`src/logic/tai_pkg.sv`:
```
// tai_pkg: constants shared by the indicator logic and its stretcher.
// assumes a single 125 MHz system clock.
package tai_pkg;
  localparam int unsigned CLK_HZ = 125000000;
  localparam int unsigned NUM_PORTS = 24;
  localparam int unsigned NUM_GROUPS = 3;
  localparam int unsigned GROUP_SIZE = 8;
  localparam int unsigned NUM_ETH_CH = 3;
  // regular flash rate, setup hold time and activity stretch time
  localparam int unsigned FLASH_HZ = 1;
  localparam int unsigned SETUP_HOLD_S = 3;
  localparam int unsigned STRETCH_MS = 50;
  localparam int unsigned HALF_PERIOD_CYC = CLK_HZ / (2 * FLASH_HZ);
  localparam int unsigned SETUP_HOLD_CYC = CLK_HZ * SETUP_HOLD_S;
  localparam int unsigned STRETCH_CYC = (CLK_HZ / 1000) * STRETCH_MS;
  localparam int unsigned BIG_CNT_W = 32;
  localparam logic [1:0] COLOR_OFF = 2'h0;
  localparam logic [1:0] COLOR_GREEN = 2'h1;
  localparam logic [1:0] COLOR_AMBER = 2'h2;
  typedef enum logic [1:0] {TAI_SETUP_IDLE, TAI_SETUP_MODE, TAI_SETUP_RESET}
    tai_setup_type;
endpackage

```
`src/logic/tai_stretch_if.sv`:
```
// tai_stretch_if: carries pulse events into the stretcher and lit levels out.
// assumes the main module and stretcher share clk.
`timescale 1ns/10ps
interface tai_stretch_if #(parameter int unsigned N = 1);
  logic [N-1:0] event_in;
  logic [N-1:0] lit;
  modport src (output event_in, input lit);
  modport stretcher (input event_in, output lit);
endinterface

```
`src/logic/tai_indicators.sv`:
```
// tai_indicators: front-panel indicator drive and alarm response commands.
// assumes all status inputs synchronous to clk; one sync reset.
`timescale 1ns/10ps
module tai_indicators #(
  parameter int unsigned HALF_PERIOD = tai_pkg::HALF_PERIOD_CYC,
  parameter int unsigned SETUP_HOLD = tai_pkg::SETUP_HOLD_CYC,
  parameter int unsigned STRETCH = tai_pkg::STRETCH_CYC
) (
  input wire logic clk, // system clock
  input wire logic sys_rst, // sync reset, active high
  input wire logic [tai_pkg::NUM_GROUPS-1:0] group_installed, // group fitted
  input wire logic [tai_pkg::NUM_PORTS-1:0] modem_good, // per-modem health
  input wire logic [tai_pkg::NUM_PORTS-1:0] modem_carrier, // carrier seen
  input wire logic [tai_pkg::NUM_PORTS-1:0] modem_tx_evt, // tx activity
  input wire logic [tai_pkg::NUM_PORTS-1:0] modem_rx_evt, // rx activity
  input wire logic net_loopback, // network loopback active
  input wire logic net_locked, // engine locked to rx signal
  input wire logic net_framed, // valid framing received
  input wire logic net_no_pulses, // no pulses at receiver
  input wire logic net_carrier_fail, // local carrier failure
  input wire logic net_yellow_rx, // yellow alarm received
  input wire logic net_ais_rx, // all-ones signal received
  input wire logic net_connected, // engine connected to line
  input wire logic di_frame_sync, // drop-insert frame sync
  input wire logic attention_needed, // operator attention needed
  input wire logic problem_present, // problem present
  input wire logic diag_passed, // core diagnostics passed
  input wire logic module_reset_seen, // module has been reset
  input wire logic lan_evt, // successful lan tx or rx
  input wire logic setup_button, // setup button pressed
  input wire logic [tai_pkg::NUM_ETH_CH-1:0] eth_channel_sel, // channel
  output logic [1:0] group_color [tai_pkg::NUM_GROUPS], // off/green/amber
  output logic [tai_pkg::NUM_PORTS-1:0] modem_carrier_present, // carrier
  output logic [tai_pkg::NUM_PORTS-1:0] modem_tx_indicator, // tx flash
  output logic [tai_pkg::NUM_PORTS-1:0] modem_rx_indicator, // rx flash
  output logic test_indicator, // red loopback
  output logic sync_indicator, // green sync
  output logic los_indicator, // red loss of signal
  output logic red_alarm_indicator, // red alarm
  output logic remote_alarm_indicator, // yellow alarm received
  output logic all_ones_alarm_indicator, // blue alarm
  output logic online_indicator, // green online
  output logic drop_insert_frame_lock, // green drop-insert sync
  output logic attention_indicator, // amber attention
  output logic status_indicator, // green status
  output logic lan_activity_indicator, // green traffic
  output logic setup_indicator, // green setup
  output logic [tai_pkg::NUM_ETH_CH-1:0] eth_channel_indicator, // a,b,c
  output logic setup_reset_mode, // button held long: reset mode
  output logic tx_net_ais, // command all-ones toward network
  output logic tx_yellow_alarm, // command yellow alarm toward network
  output logic tx_di_keepalive // command keep-alive toward drop-insert
);
  import tai_pkg::*;
  localparam int unsigned HW = $clog2(HALF_PERIOD + 1);
  localparam int unsigned NE = 2 * NUM_PORTS + 1;

  // flash timebase
  logic [HW-1:0] half_cnt_q;
  logic [HW-1:0] half_cnt_d;
  logic blink_q;
  logic blink_d;
  // setup button tracking
  tai_setup_type setup_q;
  tai_setup_type setup_d;
  logic [BIG_CNT_W-1:0] hold_q;
  logic [BIG_CNT_W-1:0] hold_d;
  // registered indicator values
  logic [1:0] grp_q [NUM_GROUPS];
  logic [1:0] grp_d [NUM_GROUPS];
  logic [NUM_PORTS-1:0] carrier_q;
  logic [NUM_PORTS-1:0] carrier_d;
  // network status lamps
  logic test_lamp_q;
  logic test_lamp_d;
  logic sync_lamp_q;
  logic sync_lamp_d;
  logic los_lamp_q;
  logic los_lamp_d;
  logic red_lamp_q;
  logic red_lamp_d;
  logic remote_lamp_q;
  logic remote_lamp_d;
  logic ais_lamp_q;
  logic ais_lamp_d;
  logic online_lamp_q;
  logic online_lamp_d;
  logic di_lock_lamp_q;
  logic di_lock_lamp_d;
  // system lamps and setup mode
  logic attention_lamp_q;
  logic attention_lamp_d;
  logic status_lamp_q;
  logic status_lamp_d;
  logic setup_lamp_q;
  logic setup_lamp_d;
  logic reset_mode_q;
  logic reset_mode_d;
  // alarm responses commanded toward the engine, and ethernet channel select
  logic send_ais_q;
  logic send_ais_d;
  logic send_yellow_q;
  logic send_yellow_d;
  logic send_keepalive_q;
  logic send_keepalive_d;
  logic [NUM_ETH_CH-1:0] eth_q;
  logic [NUM_ETH_CH-1:0] eth_d;

  tai_stretch_if #(.N(NE)) act_if ();

  // activity events into stretcher
  assign act_if.event_in = {lan_evt, modem_rx_evt, modem_tx_evt};

  tai_stretch #(.N(NE), .HOLD_CYC(STRETCH)) u_stretch (
    .clk(clk),
    .sys_rst(sys_rst),
    .sif(act_if)
  );

  always_comb begin
    half_cnt_d = half_cnt_q + HW'(1);
    blink_d = blink_q;
    if (half_cnt_q >= HW'(HALF_PERIOD - 1)) begin
      half_cnt_d = '0;
      blink_d = ~blink_q;
    end
  end

  always_ff @(posedge clk) begin
    if (sys_rst) begin
      half_cnt_q <= '0;
      blink_q <= 1'b0;
    end else begin
      half_cnt_q <= half_cnt_d;
      blink_q <= blink_d;
    end
  end

  always_comb begin
    setup_d = setup_q;
    hold_d = hold_q;
    if (!setup_button) begin
      setup_d = TAI_SETUP_IDLE;
      hold_d = '0;
    end else begin
      unique case (setup_q)
        TAI_SETUP_IDLE: begin
          setup_d = TAI_SETUP_MODE;
          hold_d = BIG_CNT_W'(1);
        end
        TAI_SETUP_MODE: begin
          hold_d = hold_q + BIG_CNT_W'(1);
          if (hold_q >= BIG_CNT_W'(SETUP_HOLD - 1)) begin
            setup_d = TAI_SETUP_RESET;
          end
        end
        TAI_SETUP_RESET: begin
          hold_d = hold_q;
        end
      endcase
    end
  end

  always_ff @(posedge clk) begin
    if (sys_rst) begin
      setup_q <= TAI_SETUP_IDLE;
      hold_q <= '0;
    end else begin
      setup_q <= setup_d;
      hold_q <= hold_d;
    end
  end

  genvar g;
  generate
    for (g = 0; g < NUM_GROUPS; g++) begin : g_grp
      always_comb begin
        if (!group_installed[g]) begin
          grp_d[g] = COLOR_OFF;
        end else if (&modem_good[g*GROUP_SIZE +: GROUP_SIZE]) begin
          grp_d[g] = COLOR_GREEN;
        end else begin
          grp_d[g] = COLOR_AMBER;
        end
      end
    end
  endgenerate

  // indicator next values
  always_comb begin
    carrier_d = modem_carrier;
    eth_d = eth_channel_sel;
    test_lamp_d = net_loopback;
    sync_lamp_d = net_locked & net_framed;
    los_lamp_d = net_no_pulses;
    red_lamp_d = net_carrier_fail;
    remote_lamp_d = net_yellow_rx;
    ais_lamp_d = net_ais_rx;
    online_lamp_d = net_connected;
    di_lock_lamp_d = di_frame_sync;
    attention_lamp_d = problem_present ? blink_q : attention_needed;
    status_lamp_d = diag_passed ? 1'b1 : (module_reset_seen & blink_q);
    setup_lamp_d = (setup_d == TAI_SETUP_MODE) |
                   ((setup_d == TAI_SETUP_RESET) & blink_q);
    reset_mode_d = (setup_d == TAI_SETUP_RESET);
    send_ais_d = net_no_pulses;
    send_yellow_d = net_carrier_fail;
    send_keepalive_d = ~di_frame_sync;
  end

  // register every lamp and command except the stretched activity lamps, all dark in reset
  always_ff @(posedge clk) begin
    if (sys_rst) begin
      for (int k = 0; k < NUM_GROUPS; k++) begin
        grp_q[k] <= COLOR_OFF;
      end
      carrier_q <= '0;
      eth_q <= '0;
      test_lamp_q <= 1'b0;
      sync_lamp_q <= 1'b0;
      los_lamp_q <= 1'b0;
      red_lamp_q <= 1'b0;
      remote_lamp_q <= 1'b0;
      ais_lamp_q <= 1'b0;
      online_lamp_q <= 1'b0;
      di_lock_lamp_q <= 1'b0;
      attention_lamp_q <= 1'b0;
      status_lamp_q <= 1'b0;
      setup_lamp_q <= 1'b0;
      reset_mode_q <= 1'b0;
      send_ais_q <= 1'b0;
      send_yellow_q <= 1'b0;
      send_keepalive_q <= 1'b0;
    end else begin
      grp_q <= grp_d;
      carrier_q <= carrier_d;
      eth_q <= eth_d;
      test_lamp_q <= test_lamp_d;
      sync_lamp_q <= sync_lamp_d;
      los_lamp_q <= los_lamp_d;
      red_lamp_q <= red_lamp_d;
      remote_lamp_q <= remote_lamp_d;
      ais_lamp_q <= ais_lamp_d;
      online_lamp_q <= online_lamp_d;
      di_lock_lamp_q <= di_lock_lamp_d;
      attention_lamp_q <= attention_lamp_d;
      status_lamp_q <= status_lamp_d;
      setup_lamp_q <= setup_lamp_d;
      reset_mode_q <= reset_mode_d;
      send_ais_q <= send_ais_d;
      send_yellow_q <= send_yellow_d;
      send_keepalive_q <= send_keepalive_d;
    end
  end

  // output mapping
  assign group_color = grp_q;
  assign modem_carrier_present = carrier_q;
  assign modem_tx_indicator = act_if.lit[NUM_PORTS-1:0];
  assign modem_rx_indicator = act_if.lit[2*NUM_PORTS-1:NUM_PORTS];
  assign lan_activity_indicator = act_if.lit[NE-1];
  // network and alarm lamps
  assign test_indicator = test_lamp_q;
  assign sync_indicator = sync_lamp_q;
  assign los_indicator = los_lamp_q;
  assign red_alarm_indicator = red_lamp_q;
  assign remote_alarm_indicator = remote_lamp_q;
  assign all_ones_alarm_indicator = ais_lamp_q;
  assign online_indicator = online_lamp_q;
  assign drop_insert_frame_lock = di_lock_lamp_q;
  // system lamps
  assign attention_indicator = attention_lamp_q;
  assign status_indicator = status_lamp_q;
  assign setup_indicator = setup_lamp_q;
  assign setup_reset_mode = reset_mode_q;
  // alarm response commands and ethernet channel lamps
  assign tx_net_ais = send_ais_q;
  assign tx_yellow_alarm = send_yellow_q;
  assign tx_di_keepalive = send_keepalive_q;
  assign eth_channel_indicator = eth_q;
endmodule

```
`src/logic/tai_stretch.sv`:
```
// tai_stretch: per-bit pulse stretcher for activity indicators.
// assumes synchronous active-high reset on sys_rst.
`timescale 1ns/10ps
module tai_stretch #(
  parameter int unsigned N = 1,
  parameter int unsigned HOLD_CYC = tai_pkg::STRETCH_CYC
) (
  input wire logic clk, // system clock
  input wire logic sys_rst, // sync reset
  tai_stretch_if.stretcher sif // events in, lit levels out
);
  import tai_pkg::*;
  localparam int unsigned CW = $clog2(HOLD_CYC + 1);
  logic [CW-1:0] cnt_q [N];
  logic [CW-1:0] cnt_d [N];
  logic [N-1:0] lit_q;
  logic [N-1:0] lit_d;
  genvar i;
  generate
    for (i = 0; i < N; i++) begin : g_bit
      always_comb begin
        cnt_d[i] = cnt_q[i];
        if (sif.event_in[i]) begin
          cnt_d[i] = CW'(HOLD_CYC);
        end else if (cnt_q[i] != '0) begin
          cnt_d[i] = cnt_q[i] - CW'(1);
        end
        lit_d[i] = (cnt_d[i] != '0);
      end
      always_ff @(posedge clk) begin
        if (sys_rst) begin
          cnt_q[i] <= '0;
          lit_q[i] <= 1'b0;
        end else begin
          cnt_q[i] <= cnt_d[i];
          lit_q[i] <= lit_d[i];
        end
      end
    end
  endgenerate
  assign sif.lit = lit_q;
endmodule

```
`config.mk`:
```
export PLATFORM = sky130hd
export DESIGN_NAME = tai_indicators
export DESIGN_NICKNAME = d
export VERILOG_FILES = /design/src/logic/tai_pkg.sv /design/src/logic/tai_stretch_if.sv /design/src/logic/tai_indicators.sv /design/src/logic/tai_stretch.sv
export SDC_FILE = /design/constraint.sdc
export NUM_CORES = 2
export LEC_CHECK = 0
export BUFFER_PORTS_ARGS = -buffer_cell sky130_fd_sc_hd__buf_4
export CORE_MARGIN = 2
export CORE_UTILIZATION = 65
export CTS_BUF_LIST = sky130_fd_sc_hd__clkbuf_2
export DETAILED_ROUTE_END_ITERATION = 6
export PLACE_DENSITY = 0.83
export REMOVE_ABC_BUFFERS = 1
export SKIP_LAST_GASP = 1
export SLEW_MARGIN = 20
export SYNTH_ARGS = -nofsm -noshare
export SYNTH_HDL_FRONTEND = slang
export SYNTH_SLANG_ARGS = --single-unit
```
`constraint.sdc`:
```
create_clock -name clk -period 3.6 [get_ports clk]
set_input_delay 0.72 -clock clk [delete_from_list [all_inputs] [get_ports clk]]
set_output_delay 0.72 -clock clk [all_outputs]
set_load 0.02 [all_outputs]
```
# Word-level counts from Yosys, hierarchy flattened
# Memories as Yosys holds them, arrays and structs flattened.
# Cells that the tools add are included.
[totals]
register_bits = 156
ramBits = 1127
in_bits = 119
out_inout_bits = 97
mem_count = 1
[op_classes]
add_sub_neg = 51
order_cmp = 2
eq_ne = 4
n_mux = 159
bitwise_logic = 59
reduce_logical = 107
[mem_list]
columns = ["memory", "depth", "width", "rd", "rd_ports_with_merged_regs", "wr", "line", "rtl"]
rows = [
  ["u_stretch.cnt_q", 49, 23, 49, 0, 49, "tai_stretch.sv:14", "logic [CW-1:0] cnt_q [N];"],
]
[ops]
columns = ["operator", "n"]
rows = [
  ["2-to-1 mux 23 bit", 147],
  ["nonzero test 23 bit", 98],
  ["subtractor 23 x 1 -> 23 bit (second input constant)", 49],
  ["case mux 32 bit (2 select lines)", 1],
  ["OR 1 bit", 50],
  ["adder 32 x 1 -> 32 bit (second input constant)", 1],
  ["greater-or-equal comparator 32 x 29 -> 1 bit (second input constant)", 1],
  ["adder 26 x 1 -> 26 bit (second input constant)", 1],
  ["greater-or-equal comparator 26 bit (second input constant)", 1],
  ["AND reduction 8 bit", 3],
  ["2-to-1 mux 2 bit", 5],
  ["OR reduction 2 bit", 5],
  ["inverter 1 bit", 6],
  ["2-to-1 mux 1 bit", 5],
  ["equality test 2 x 1 -> 1 bit (second input constant)", 2],
  ["equality test 2 bit (second input constant)", 2],
  ["case mux 2 bit (2 select lines)", 1],
  ["bitwise AND 1 bit", 3],
  ["zero test 2 bit", 1],
]

# Logic depth before layout (Yosys ltp)
[logic_depth]
word_depth = 7
depth_mapped = 11

# Modules after synthesis
# Synthesis repeated with hierarchy kept, for this count alone.
[hier_totals]
hier_cells = 8453
area_unflattened_um2 = 67758.7
[modules_own_cells]
columns = ["mod", "instances", "cells_each", "area_per_inst_um2"]
rows = [
  ["tai_stretch", 1, 7966, 63393.3],
  ["tai_indicators", 1, 487, 4365.4],
]

# Worst setup path after synthesis
# OpenSTA, ideal clock, no wires.
[synth_path]
path_kind = "register -> register"
start = "memory u_stretch.cnt_q[48][10] in the netlist's numbering"
end = "register u_stretch.lit_q[48], in the netlist u_stretch.sif.lit[48]"
setup_time_ns = 0.147
arrival_time_ns = 3.086
required_ns = 3.453
path_slack_ns = 0.366
path_stages_with_launch = 10
n_path_buf = 2
cell_sequence = "dfxtp_1 or4_1 clkbuf_1 or4b_2 clkbuf_1 nor4_1 xor2_1 or4_1 a2111oi_0 a41oi_1"
[synth_lines]
columns = ["element", "line", "rtl"]
rows = [
  ["start: declaration", "tai_stretch.sv:14", ""],
  ["end signal: indexed assignment", "tai_stretch.sv:36", "lit_q[i] <= lit_d[i];"],
  ["end: declaration", "tai_stretch.sv:16", "logic [N-1:0] lit_q;"],
]

==> summary.txt <==
Mux share of post-synthesis cell area: 0.9532%
Final core occ: 73.44%
Worst-path clk slew: 0.12 ns
Post-route DRC: 0
Post-synth top flop: dfxtp_1
Multi-input logic area: 39190 sq um
Die Y: 325.2 um
Max_cap viols: 0
Complex-gate fraction of the synthesized area: 13.13%
Post-CTS Setup Inserts: 0
Most frequent cells in the layout: nor2_1 (1401), dfxtp_1 (1283), a21oi_1 (595)
Post-synth EDFFs: 0
Routed length per instance: 15.52 um
YS warnings: 0
Ys async rst share: 0%
Core box area: 102000 sq um
Part of the cycle the worst path needs: 92.74%
Clk buf depth: 4
WL final: 161.7 mm
Yosys top cell area share: 38.29%
Grt ovf: 0
Total I/O pin count: 216
Initial Util: 65.74%
Flop pwr share: 48.3%
Initial antenna violation count: 6
WL met3: 9.272 mm
Critical Path End Type: flip-flop
Clock sink count: 1283
Worst Path Arrival: 4.81 ns
CP Data Required Time: 5.08 ns
Simple-gate area share of the yosys netlist: 31.57%
Global-route wire length before repair: 274.5 mm
Syn Area/Cell: 8.067 sq um
H-Tree Level Count: 5
Switching Fraction: 33.80%
Register bit count reported by yosys: 1283
Maximum vdd drop: 0.0003054 V
Max layer used: met5
Clock latency on the worst-skew pair: 1.63 ns
Power Dens Cells: 453.5 nW/um^2
Vias in the first global route: 60.24k
Mapped Area: 67080 sq um
Largest family of logic cells by synthesized area: simple AND/OR/NAND/NOR gates
Metal2 WL: 76.99 mm
Largest net degree at the start of global routing: 198
FMAX: 0.2995 GHz
Skew final: 0.1706 ns
Total number of vias: 63.33k
Area Overhead vs Synth: 11.71%
Synth Area in XOR/XNOR: 10.90%
Critical path class: reg2reg
Worst Tran Pin Value: 1.072 ns
Layout cells sized above 1: 10.23%
Clk root buf: clkbuf_2
Slew headroom: 28.51%
Area leader, netlist: dfxtp_1
Layout Nets: 9039
Max FO, Critical Path: 5
Die area: 105800 sq um
Synth cell types: 100
Fill count: 7928
Minimum clock period: 3.339 ns
Synth Area in Adders: 1.865%
Final GP Congestion: 0.9292
Unrepaired setup endpoints after global routing: false
Power Internal: 22.50 mW
CP Launch Type: flip-flop
Setup TNS Final: 0 ns
GR Util All Layers: 29.32%
CTS Buf Count: 334
Antenna-violating nets left: 0
Core Rows: 117
Detailed router's first-iteration violation count: 5083
Hold WC Path Type: in2reg
P_leak: 28.74 nW
Dpl hpwl: 105.3 mm
Synth top area cells: dfxtp_1 (38%), nor2_1 (7.8%), xnor2_1 (6.4%)
Sequential area share after synthesis: 38.29%
Clock power share: 29.5%
Status: complete, no violations
Commonest non-fill, non-tap cell in the layout: nor2_1
Hold Vio Cnt, Final: 0
Fin. max-slew vios: 0
CTS tree: done
Vias per std cell: 6.079
IO Port Bufs: 215
Pre-antenna DRT Iters: 6
Register area: 25680 sq um
Die W: 325.2 um
Final setup fails: 0
Met1 WL: 71.21 mm
Syn Inst Count: 8315
Combinational power share: 22.1%
Net Sw Power: 11.49 mW
==> timing repair <==
item | in CTS | in global routing
endpoints found under the hold margin | 1251 | 0
hold buffers | 228 | 0
gates resized for setup | 0 | 0
==> area by class of cell <==
class | instances | area share, %
antenna | 12 | 0.04008
clock buffer | 439 | 2.932
clock inverter | 115 | 1.004
inverter | 219 | 1.104
multi-input combinational | 6461 | 52.30
sequential | 1283 | 34.28
tap | 1368 | 2.284
timing repair buffer | 521 | 6.058
==> power groups by stage <==
stage | combinational, mW | clock [mW] | sequential [mW]
after CTS | 7.38 | 10.3 | 16.4
after global routing | 8.35 | 11.1 | 16.6
after global placement | 6.95 | 0 | 16.6
after detailed placement | 7.12 | 0 | 16.7
final | 7.52 | 10.0 | 16.4
after floorplan | 5.36 | 0 | 16.5
==> final timing paths <==
path	start	end	cells past startpoint	slack [ns]
worst min register to register	u_stretch.cnt_q[30][13]	u_stretch.cnt_q[30][13]	2	0.48
worst min-delay path	modem_rx_evt[15]	u_stretch.sif.lit[39]	4	0.14
worst max-delay path	u_stretch.cnt_q[48][9]	u_stretch.sif.lit[48]	7	0.26
worst max register to register	u_stretch.cnt_q[48][9]	u_stretch.sif.lit[48]	7	0.26
==> critical path, cell delays in order, from the launching register on <==
cell	delay (ns)
dfxtp_1	0.36
or4_1	0.50
or4b_2	0.75
nor4_1	0.41
xor2_1	0.14
or4_1	0.51
a2111oi_0	0.35
a41oi_1	0.17
==> routing by layer <==
metal  global-route usage [%]  vias up
met1                    37.31    29585
met5                        0        -
li1                         -    31117
met2                    49.72     2203
met4                    11.53        2
met3                    4.634      427
==> flip-flops by register name (all words and copies together) (netlist names), 2 cells and up <==
signal / flops
u_stretch.sif.lit: 49
half_cnt_q: 26
u_stretch.cnt_q: 1127
eth_channel_indicator: 3
modem_carrier_present: 24
setup_q: 2
hold_q: 32
group_color: 6
==> synthesized netlist by cell type (all sizes together) (17+ instances only) <==
cell type     n
nor2       1401
dfxtp      1283
a21oi       595
xnor2       492
nand2       460
nor3        443
xor2        343
clkbuf      329
nor4        321
nand3       271
inv         207
or3         180
o21ai       160
or4         150
nand4       136
nor2b       125
a31oi       104
and3        104
a211oi      100
ha          100
nor4b        68
nand3b       61
and2         56
nand2b       56
or2          51
nor3b        50
a41oi        42
nand4b       42
and4         40
o31ai        39
o31a         32
mux2         31
o211ai       30
a2111oi      29
mux2i        29
o21a         29
o311ai       25
and4b        23
buf          23
o2111ai      21
or4b         21
o41ai        20
a311oi       17
==> logic make-up after synthesis <==
logic type      Yosys count
buf+inv                 571
flops                  1283
simple gates           4088
xor+xnor                835
compound gates         1378
mux                      60
fa+ha+maj               100
==> stage by stage <==
step                      power (mW)  worst slack (ns)  hold WS, ns  instances  area, sq um
final                          33.98            0.2613       0.1375      10418        74930
after global routing           36.01            0.1305      0.03448      10414        74920
after CTS                      34.06            0.2928    0.0004530      10406        74900
after detailed placement       23.82            0.2417       0.4681       9624        69670
after global placement         23.59            0.3051       0.4382       9624        69670
after floorplan                21.84            0.1120       0.4258       7963        65690
Power figures use the tool's default switching activity.
